[src/core/trc_pkg.sv]
// package for the retimer control block: register map, field values, state codes
// assumes a 125 MHz system clock and a classic wishbone slave with 32-bit data
package trc_pkg;
	// register byte offsets
	localparam logic [7:0] TRC_CTRL_OFS = 8'h00;
	localparam logic [7:0] TRC_STAT_OFS = 8'h04;
	localparam logic [7:0] TRC_IRQ_OFS = 8'h08;
	localparam logic [7:0] TRC_MASK_OFS = 8'h0c;
	localparam logic [7:0] TRC_EQDB_OFS = 8'h10;
	localparam logic [7:0] TRC_DEMV_OFS = 8'h14;
	// ctrl field positions
	localparam int TRC_CTRL_EN_BIT = 0;
	localparam int TRC_CTRL_AUTO_BIT = 1;
	localparam logic [31:0] TRC_CTRL_RST = 32'h0000_0001;
	// irq bits
	localparam int TRC_IRQ_LOCK_RISE = 0;
	localparam int TRC_IRQ_LOCK_FALL = 1;
	localparam int TRC_IRQ_SD_RISE = 2;
	localparam int TRC_IRQ_SD_FALL = 3;
	localparam int TRC_NIRQ = 4;
	// boost select to gain in dB
	localparam logic [4:0] TRC_EQ_DB [8] = '{5'h00, 5'h0a, 5'h10, 5'h13, 5'h17, 5'h19, 5'h1a, 5'h1b};
	// de-emphasis select to attenuation in dB (magnitude) and level in mVp-p
	localparam logic [3:0] TRC_DE_DB [4] = '{4'h0, 4'h3, 4'h6, 4'h9};
	localparam logic [9:0] TRC_DE_MV [4] = '{10'h3e8, 10'h2c6, 10'h1f4, 10'h163};
	// device power state
	typedef enum logic [1:0] {
		TRC_STANDBY = 2'b01,
		TRC_ACTIVE = 2'b10
	} trc_state_t;
	// decoded path settings
	typedef struct packed {
		logic [4:0] eq_db;
		logic [3:0] de_db;
		logic [9:0] de_mv;
		logic retime_on;
		logic deemph_on;
		logic clk_regen;
	} trc_path_t;
	// registered state apart from the pin synchronisers and sd_q; the lock, detect and link clock sync stages are in here
	typedef struct packed {
		trc_state_t st;
		logic [1:0] ctrl;
		logic [TRC_NIRQ-1:0] irq;
		logic [TRC_NIRQ-1:0] mask;
		logic [2:0] lock_s;
		logic [2:0] sd_s;
		logic [2:0] lclk_s;
		logic ack;
		logic [31:0] dat;
		trc_path_t path;
		logic [7:0] lclk_cnt;
	} trc_regs_t;
endpackage : trc_pkg

[src/core/trc_ctrl.sv]
// control and status logic of a three-data plus one-clock channel retimer
// assumes strap pins and analog status come from outside and are synchronised here
module trc_ctrl
	import trc_pkg::*;
#(
	parameter int NCH = 3
)(
	input wire logic clk_i,
	input wire logic rst_i,
	// wishbone slave
	input wire logic wb_cyc_i,
	input wire logic wb_stb_i,
	input wire logic wb_we_i,
	input wire logic [7:0] wb_adr_i,
	input wire logic [3:0] wb_sel_i,
	input wire logic [31:0] wb_dat_i,
	output logic [31:0] wb_dat_o,
	output logic wb_ack_o,
	output logic irq_o,
	// strap pins
	input wire logic [2:0] boost_select_i,
	input wire logic [1:0] deemph_select_i,
	input wire logic bypass_i,
	input wire logic mode_i,
	input wire logic enable_i,
	// analog status
	input wire logic pll_locked_i,
	input wire logic [NCH-1:0] cdr_interp_ok_i,
	input wire logic [NCH:0] above_on_i,
	input wire logic [NCH:0] below_off_i,
	input wire logic link_clk_i,
	// decoded controls
	output trc_path_t path_o,
	output logic [NCH:0] drv_en_o,
	output logic [NCH:0] cdr_run_o,
	output logic active_o,
	output logic link_clk_seen_o,
	// status pins as tri-state pairs
	output logic lock_o,
	output logic lock_oe_o,
	output logic signal_detect_out_o,
	output logic signal_detect_out_oe_o
);
	trc_regs_t q, d;
	// two-flop synchronised straps
	logic [2:0] eq_s1_q, eq_s2_q;
	logic [1:0] de_s1_q, de_s2_q;
	logic [2:0] misc_s1_q, misc_s2_q;
	// two-flop synchronised analog status levels
	logic pll_s1_q, pll_s2_q;
	logic [NCH-1:0] iok_s1_q, iok_s2_q;
	logic [NCH:0] on_s1_q, on_s2_q, off_s1_q, off_s2_q;
	logic lock_raw, sd_lvl, sd_next, lock_sync, sd_sync, en_eff, bus_req, bus_wr;
	logic [31:0] rd;
	logic sd_q;

	// pin synchronisers: first stage read only by second
	always_ff @(posedge clk_i)
	begin
		eq_s1_q <= boost_select_i;
		eq_s2_q <= eq_s1_q;
		de_s1_q <= deemph_select_i;
		de_s2_q <= de_s1_q;
		misc_s1_q <= {enable_i, mode_i, bypass_i};
		misc_s2_q <= misc_s1_q;
		pll_s1_q <= pll_locked_i;
		pll_s2_q <= pll_s1_q;
		iok_s1_q <= cdr_interp_ok_i;
		iok_s2_q <= iok_s1_q;
		on_s1_q <= above_on_i;
		on_s2_q <= on_s1_q;
		off_s1_q <= below_off_i;
		off_s2_q <= off_s1_q;
	end

	assign lock_raw = pll_s2_q & (&iok_s2_q);
	assign lock_sync = q.lock_s[1];
	assign sd_sync = q.sd_s[1];
	// auto standby follows lock when selected, only outside bypass
	assign en_eff = q.ctrl[TRC_CTRL_EN_BIT] & misc_s2_q[2] &
		(~q.ctrl[TRC_CTRL_AUTO_BIT] | misc_s2_q[0] | lock_sync);
	assign bus_req = wb_cyc_i & wb_stb_i & ~q.ack;
	assign bus_wr = bus_req & wb_we_i;

	// hysteresis: set when all above on, clear when any below off
	always_comb
	begin
		sd_lvl = sd_q;
		if (|off_s2_q)
			sd_lvl = 1'b0;
		else if (&on_s2_q)
			sd_lvl = 1'b1;
	end
	assign sd_next = sd_lvl;

	// raw detect level held in clk domain before sync
	always_ff @(posedge clk_i)
	begin
		if (rst_i)
			sd_q <= 1'b0;
		else
			sd_q <= sd_next;
	end

	// read mux
	always_comb
	begin
		rd = 32'h0000_0000;
		case (wb_adr_i)
			TRC_CTRL_OFS: rd = {30'h0, q.ctrl};
			TRC_STAT_OFS: rd = {25'h0, q.st == TRC_ACTIVE, misc_s2_q, sd_sync, lock_sync, link_clk_seen_o};
			TRC_IRQ_OFS: rd = {28'h0, q.irq};
			TRC_MASK_OFS: rd = {28'h0, q.mask};
			TRC_EQDB_OFS: rd = {27'h0, q.path.eq_db};
			TRC_DEMV_OFS: rd = {18'h0, q.path.de_db, q.path.de_mv};
			default: rd = 32'h0000_0000;
		endcase
	end

	// next-state logic
	always_comb
	begin
		logic [TRC_NIRQ-1:0] ev;
		ev = '0;
		d = q;
		d.lock_s = {q.lock_s[1:0], lock_raw};
		d.sd_s = {q.sd_s[1:0], sd_q};
		d.lclk_s = {q.lclk_s[1:0], link_clk_i};
		// link clock activity: count down after each seen edge
		if (q.lclk_s[2] != q.lclk_s[1])
			d.lclk_cnt = 8'hff;
		else if (q.lclk_cnt != 8'h00)
			d.lclk_cnt = q.lclk_cnt - 8'h01;
		d.path.eq_db = TRC_EQ_DB[eq_s2_q];
		d.path.de_db = TRC_DE_DB[de_s2_q];
		d.path.de_mv = TRC_DE_MV[de_s2_q];
		d.path.retime_on = ~misc_s2_q[0];
		d.path.deemph_on = ~misc_s2_q[0];
		// clock channel regen when mode low
		d.path.clk_regen = ~misc_s2_q[1];
		case (q.st)
			TRC_STANDBY: if (en_eff) d.st = TRC_ACTIVE;
			TRC_ACTIVE: if (!en_eff) d.st = TRC_STANDBY;
			default: d.st = TRC_STANDBY;
		endcase
		// status events
		ev[TRC_IRQ_LOCK_RISE] = q.lock_s[1] & ~q.lock_s[2];
		ev[TRC_IRQ_LOCK_FALL] = ~q.lock_s[1] & q.lock_s[2];
		ev[TRC_IRQ_SD_RISE] = q.sd_s[1] & ~q.sd_s[2];
		ev[TRC_IRQ_SD_FALL] = ~q.sd_s[1] & q.sd_s[2];
		// bus: ack one cycle after request, dropped the cycle after
		d.ack = bus_req;
		d.dat = bus_req ? rd : q.dat;
		if (bus_wr && wb_sel_i[0])
		begin
			case (wb_adr_i)
				TRC_CTRL_OFS: d.ctrl = wb_dat_i[1:0];
				TRC_MASK_OFS: d.mask = wb_dat_i[TRC_NIRQ-1:0];
				TRC_IRQ_OFS: d.irq = q.irq & ~wb_dat_i[TRC_NIRQ-1:0];
				default: d.ctrl = q.ctrl;
			endcase
		end
		// set wins over write-one-to-clear
		d.irq = d.irq | ev;
	end

	// state register
	always_ff @(posedge clk_i)
	begin
		if (rst_i)
		begin
			q <= '0;
			q.st <= TRC_STANDBY;
			q.ctrl <= TRC_CTRL_RST[1:0];
		end
		else
			q <= d;
	end

	assign wb_ack_o = q.ack;
	assign wb_dat_o = q.dat;
	assign irq_o = |(q.irq & q.mask);
	assign active_o = q.st == TRC_ACTIVE;
	assign path_o = q.path;
	assign link_clk_seen_o = q.lclk_cnt != 8'h00;

	// one recovery enable per channel, data channels from active and retime, the clock channel from active and clock regen
	genvar g;
	generate
		for (g = 0; g <= NCH; g++)
		begin : g_ch
			assign drv_en_o[g] = active_o;
			if (g < NCH)
			begin : g_cdr
				// recovery runs at any rate while retiming
				assign cdr_run_o[g] = active_o & q.path.retime_on;
			end
			else
			begin : g_clk
				assign cdr_run_o[g] = active_o & q.path.clk_regen;
			end
		end
	endgenerate

	// lock pin level; auto standby uses the internal copy, so the pin may float
	assign lock_o = lock_sync;
	assign lock_oe_o = active_o;
	// detect pin, high impedance in standby
	assign signal_detect_out_o = sd_sync;
	assign signal_detect_out_oe_o = active_o;

	// assertions
	// standby drivers off
	a_standby_drv_off: assert property (@(posedge clk_i) disable iff (rst_i)
		!active_o |-> (drv_en_o == '0 && !signal_detect_out_oe_o && !lock_oe_o)) else $error("drivers on in standby");

	a_bypass_no_retime: assert property (@(posedge clk_i) disable iff (rst_i)
		misc_s2_q[0] |=> !path_o.retime_on && !path_o.deemph_on) else $error("retiming on in bypass");

	a_mode_clk_pass: assert property (@(posedge clk_i) disable iff (rst_i)
		misc_s2_q[1] |=> !path_o.clk_regen) else $error("clock regen in pass mode");

	a_eq_decode_max: assert property (@(posedge clk_i) disable iff (rst_i)
		eq_s2_q == 3'h7 |=> path_o.eq_db == 5'h1b) else $error("boost decode wrong");

	a_de_decode_mv: assert property (@(posedge clk_i) disable iff (rst_i)
		de_s2_q == 2'h1 |=> path_o.de_mv == 10'h2c6 && path_o.de_db == 4'h3) else $error("de-emphasis decode wrong");

	// lock needs pll, four stages of sync behind
	a_lock_needs_pll: assert property (@(posedge clk_i) disable iff (rst_i)
		$rose(lock_o) |-> $past(pll_locked_i, 4)) else $error("lock without pll");

	// off threshold wins after the sync stages
	a_detect_off_threshold_wins: assert property (@(posedge clk_i) disable iff (rst_i)
		(|below_off_i) |-> ##5 !signal_detect_out_o) else $error("detect high below off");

	a_auto_standby: assert property (@(posedge clk_i) disable iff (rst_i)
		(q.ctrl[TRC_CTRL_AUTO_BIT] && !misc_s2_q[0] && !lock_sync) |=> !active_o) else $error("no auto standby");

	a_enable_active: assert property (@(posedge clk_i) disable iff (rst_i)
		en_eff |=> active_o && cdr_run_o[0] == path_o.retime_on) else $error("not active when enabled");

	a_eq_decode_min: assert property (@(posedge clk_i) disable iff (rst_i)
		eq_s2_q == 3'h0 |=> path_o.eq_db == 5'h00) else $error("boost decode low wrong");

	a_eq_decode_one: assert property (@(posedge clk_i) disable iff (rst_i)
		eq_s2_q == 3'h1 |=> path_o.eq_db == 5'h0a) else $error("boost decode one wrong");

	a_eq_decode_mid: assert property (@(posedge clk_i) disable iff (rst_i)
		eq_s2_q == 3'h4 |=> path_o.eq_db == 5'h17) else $error("boost decode mid wrong");

	a_de_decode_zero: assert property (@(posedge clk_i) disable iff (rst_i)
		de_s2_q == 2'h0 |=> path_o.de_db == 4'h0 && path_o.de_mv == 10'h3e8) else $error("de-emphasis zero wrong");

	a_de_decode_max: assert property (@(posedge clk_i) disable iff (rst_i)
		de_s2_q == 2'h3 |=> path_o.de_db == 4'h9 && path_o.de_mv == 10'h163) else $error("de-emphasis max wrong");

	a_normal_retime: assert property (@(posedge clk_i) disable iff (rst_i)
		!misc_s2_q[0] |=> path_o.retime_on && path_o.deemph_on) else $error("retiming off in normal mode");

	a_mode_clk_regen: assert property (@(posedge clk_i) disable iff (rst_i)
		!misc_s2_q[1] |=> path_o.clk_regen) else $error("clock not regenerated");

	a_retime_off_cdr: assert property (@(posedge clk_i) disable iff (rst_i)
		!path_o.retime_on |-> cdr_run_o[NCH-1:0] == '0) else $error("recovery running in bypass");

	a_pin_enable_active: assert property (@(posedge clk_i) disable iff (rst_i)
		misc_s2_q[2] && q.ctrl[TRC_CTRL_EN_BIT] && !q.ctrl[TRC_CTRL_AUTO_BIT] |=> active_o) else $error("enable ignored");

	a_standby_when_off: assert property (@(posedge clk_i) disable iff (rst_i)
		!misc_s2_q[2] |=> !active_o) else $error("active with enable low");

	a_lock_drops: assert property (@(posedge clk_i) disable iff (rst_i)
		!pll_locked_i |-> ##4 !lock_o) else $error("lock high without pll");

	a_lock_needs_cdr: assert property (@(posedge clk_i) disable iff (rst_i)
		$rose(lock_o) |-> $past(cdr_interp_ok_i, 4) == '1) else $error("lock without recovery");

	// detect rises only with all channels on
	a_sd_needs_on: assert property (@(posedge clk_i) disable iff (rst_i)
		$rose(signal_detect_out_o) |-> $past(above_on_i, 5) == '1) else $error("detect without all channels");

	a_auto_bypass_stays: assert property (@(posedge clk_i) disable iff (rst_i)
		q.ctrl == 2'b11 && misc_s2_q[2] && misc_s2_q[0] |=> active_o) else $error("standby in bypass");

	a_auto_lock_wakes: assert property (@(posedge clk_i) disable iff (rst_i)
		q.ctrl == 2'b11 && misc_s2_q[2] && lock_sync |=> active_o) else $error("no wake on lock");

	// lock rise sets its sticky bit
	a_irq_lock_rise: assert property (@(posedge clk_i) disable iff (rst_i)
		$rose(lock_sync) |=> q.irq[TRC_IRQ_LOCK_RISE]) else $error("lock rise not flagged");

	// detect rise sets its sticky bit
	a_irq_sd_rise: assert property (@(posedge clk_i) disable iff (rst_i)
		$rose(sd_sync) |=> q.irq[TRC_IRQ_SD_RISE]) else $error("detect rise not flagged");

	// link clock edge marks activity
	a_lclk_seen: assert property (@(posedge clk_i) disable iff (rst_i) // link
		q.lclk_s[2] != q.lclk_s[1] |=> link_clk_seen_o) else $error("link clock edge missed");

	// ack is a one-cycle pulse
	a_bus_ack_pulse: assert property (@(posedge clk_i) disable iff (rst_i) // bus
		wb_ack_o |=> !wb_ack_o) else $error("ack longer than one cycle");

	// every request answered next cycle
	a_ack_follows_req: assert property (@(posedge clk_i) disable iff (rst_i) // bus
		wb_cyc_i && wb_stb_i && !wb_ack_o |=> wb_ack_o) else $error("request not acknowledged");

	// cover points for the main scenarios
	c_auto_cycle: cover property (@(posedge clk_i) disable iff (rst_i)
		!active_o ##1 active_o ##[1:50] !active_o);
	c_irq_fire: cover property (@(posedge clk_i) disable iff (rst_i) $rose(irq_o));
	c_bypass: cover property (@(posedge clk_i) disable iff (rst_i) active_o && misc_s2_q[0]);
	c_lock_rise: cover property (@(posedge clk_i) disable iff (rst_i) $rose(lock_o));
	c_standby_entry: cover property (@(posedge clk_i) disable iff (rst_i) $fell(active_o));
endmodule : trc_ctrl

[config.mk]
export PLATFORM = sky130hd
export DESIGN_NAME = trc_ctrl
export DESIGN_NICKNAME = d
export VERILOG_FILES = /design/src/core/trc_pkg.sv /design/src/core/trc_ctrl.sv
export SDC_FILE = /design/constraint.sdc
export NUM_CORES = 1
export LEC_CHECK = 0
export BUFFER_PORTS_ARGS = -buffer_cell sky130_fd_sc_hd__buf_4
export CORE_MARGIN = 10
export CORE_UTILIZATION = 49
export DETAILED_ROUTE_END_ITERATION = 10
export PLACE_DENSITY_LB_ADDON = 0.15
export SLEW_MARGIN = 5
export SYNTH_ARGS = -nofsm -noshare
export SYNTH_HDL_FRONTEND = slang
export SYNTH_SLANG_ARGS = --single-unit
[constraint.sdc]
create_clock -name clk_i -period 2.02 [get_ports clk_i]
set_input_delay 0.505 -clock clk_i [delete_from_list [all_inputs] [get_ports clk_i]]
set_output_delay 0.505 -clock clk_i [all_outputs]
set_load 0.05 [all_outputs]
==> out/metrics.yaml <==
drive_above_1_share: 0.317
path_class: "flop to output pin"
min_to: "off_s1_q[2]$_DFF_P_"
finClkSkew_ps: 11.0
grt_pass1_vias: 2532
ant_nets: 0
dpl.hpwl_um: 6080
port_buffers: 90
synth_area_um2: 3840
max_cap_viol_count: 0
end_kind: "output pin"
r2r_setup_slack_ps: 310
synth-seq-cells: 101
cp-start-kind: "flop"
cts_tree: "built"
antenna_found_initial: 0
preCtsSetupSlack_ps: 23.1
path_clk_slew_ps: 100
slew_headroom: 0.543
r2r_end: "wb_dat_o[0]$_SDFFE_PP0N_"
timing.rr.start: "q[6]$_SDFFE_PP0P_"
min_path_type: "input pin to flop"
syn2layout_area_growth_pct: 18.6
syn_inst: 376
grt_max_degree: 34
max_freq_ghz: 0.461
core_area_um2: 7690
cp_max_fo: 3
cts.sink_count: 101
p_leak_nw: 2.04
ir_worst_vdd_mv: 0.633
yosysUniqueCellTypes: 44
arrival_ps: 1670
io_pins: 140
period_needed_ps: 2170
rows: 32
fin_ws_ps: -150
place.gp.congestion: 0.827
grt_setup_unrepaired: "true"
overflow: 0
worst_slew_pin_slew_ps: 680
clk_path_buf_depth: 2
finalSetupViolCount: 1
hold_start: "below_off_i[2]"
grt_first_pass_wirelength_um: 12600
vias: 2556
insertion_delay_ps: 360
reg2reg_depth: 5
status: "complete, but fails checks"
cts-root-buf: "clkbuf_8"
tns_ps: -150
final_core_util: 0.592
final_common_cell: "buf_4"
finalHoldViolations: 0
holdPathStages: 1
die_h_um: 109
routed_wl_um: 7890
period_share: 1.07
fin_nets: 513
dieArea_um2: 11800
num_antenna_cells: 0
wl_per_cell_um: 14.5
drtIter0Drc: 81
powerDensity_nw_per_um2: 967
drc: 0
htree_levels: 3
worstPathRequired_ps: 1510
postSynthAreaPerCell_um2: 10.2
start_util: 0.499
firstDrtPassIters: 4
via_per_inst: 4.70
cts_buffers: 9
die_w_um: 109
synth_warnings: 0
failed_checks: "negative setup slack"
maxSlewViolCount: 0
hold_buffers: 0
grt_usage: 0.135
final_cell_mix: "buf_4, dfxtp_1, nor2_1, mux2i_1"
seq_area_frac_synth: 0.527
## Yosys cell counts, drive strengths merged
cell type	n	area [um2]
nand4	5	31.3
a21oi	16	80.1
or2	1	6.26
nor4	3	33.8
mux2i	23	230
nor3	9	45.0
o31a	1	8.76
nand3b	3	22.5
xor2	3	26.3
o21ai	11	55.1
nor3b	1	7.51
buf	66	492
nand2b	5	31.3
a31oi	2	12.5
conb	1	3.75
and2	2	12.5
and3b	2	17.5
a311oi	2	17.5
or3	3	18.8
a41oi	1	8.76
nand3	1	5.00
or3b	1	8.76
inv	9	33.8
nor2b	15	93.8
nand2	18	67.6
clkbuf	8	30.0
a22oi	9	67.6
ha	6	75.1
nor4b	2	32.5
or4	3	30.0
o211ai	1	7.51
o22ai	1	6.26
or4b	3	33.8
xnor2	3	26.3
dfxtp	101	2020
nor2	34	128
nor4bb	1	10.0
## cell families after synthesis
group                    count (synthesis)  share of synthesized area
XOR/XNOR                                 6                     0.0137
multiplexers                            23                     0.0600
AND/OR/NAND/NOR                        112                      0.166
buffers and inverters                   83                      0.145
flip-flops                             101                      0.527
other                                    1                   0.000977
AO/OA/AOI/OAI                           44                     0.0688
adder cells (fa/ha/maj)                  6                     0.0196
## worst max path at each step
| stage | startpoint | end | slack (ps) |
|---|---|---|---|
| finish | q[6]$_SDFFE_PP0P_ | link_clk_seen_o | -150 |
| global route | q[1]$_SDFFE_PP0P_ | link_clk_seen_o | -220 |
| CTS | q[1]$_SDFFE_PP0P_ | link_clk_seen_o | -170 |
| detailed placement | wb_adr_i[3] | q[80]$_SDFFE_PP1P_ | 20 |
| global placement | wb_adr_i[3] | q[80]$_SDFFE_PP1P_ | 40 |
| floorplan | q[0]$_SDFFE_PP0P_ | link_clk_seen_o | 80 |
## sequential cells by signal (all words and copies together), names as in the netlist, 2 cells and up
| name | flops |
|---|---|
| d | 4 |
| de_s1_q | 2 |
| de_s2_q | 2 |
| eq_s1_q | 3 |
| eq_s2_q | 3 |
| iok_s1_q | 3 |
| iok_s2_q | 3 |
| misc_s1_q | 3 |
| misc_s2_q | 3 |
| off_s1_q | 4 |
| off_s2_q | 4 |
| on_s1_q | 4 |
| on_s2_q | 4 |
| path_o | 16 |
| q | 23 |
| wb_dat_o | 14 |
## report_power, final
group / switching [mW] / internal (mW) / total (mW)
Clock: 0.717 / 0.483 / 1.20
Combinational: 0.533 / 0.434 / 0.968
Sequential: 0.101 / 2.13 / 2.24
## through the flow
stage          area, um2  total power, mW  std cells  hold WS, ps
3_3_place_gp        4270             3.09        520          311
5_1_grt             4550             4.66        544          201
4_1_cts             4520             4.43        540          219
2_1_floorplan       3910             2.92        393          310
3_5_place_dp        4270             3.10        520          312
6_report            4550             4.40        544          237
## metal layers
metal	global-route usage	vias up	share of wire
li1	-	1310	-
met1	0.164	1175	0.44
met2	0.218	65	0.49
met3	0.0512	6	0.067
met4	0.0395	0	0.0091
met5	0	-	0
## worst max-delay path, stage by stage (launching register included)
cell     delay, ps
dfxtp_2        340
or4_4          540
or2_4          280
buf_8          150
## what timing repair did
item | 4_1_cts | 5_1_grt
resized for setup | 12 | 1
buffers inserted | 4 | 4
pin swaps | 3 | 1
endpoints found under the setup margin | 1 | 4
## area by class of cell
type,instances,area [um2]
sequential,101,2030
clock inverter,6,62.6
timing repair buffer,107,823
tap,102,128
inverter,9,33.8
clock buffer,10,128
multi-input combinational,209,1350
fill,686,3130
(Power assumes the default switching activity.)
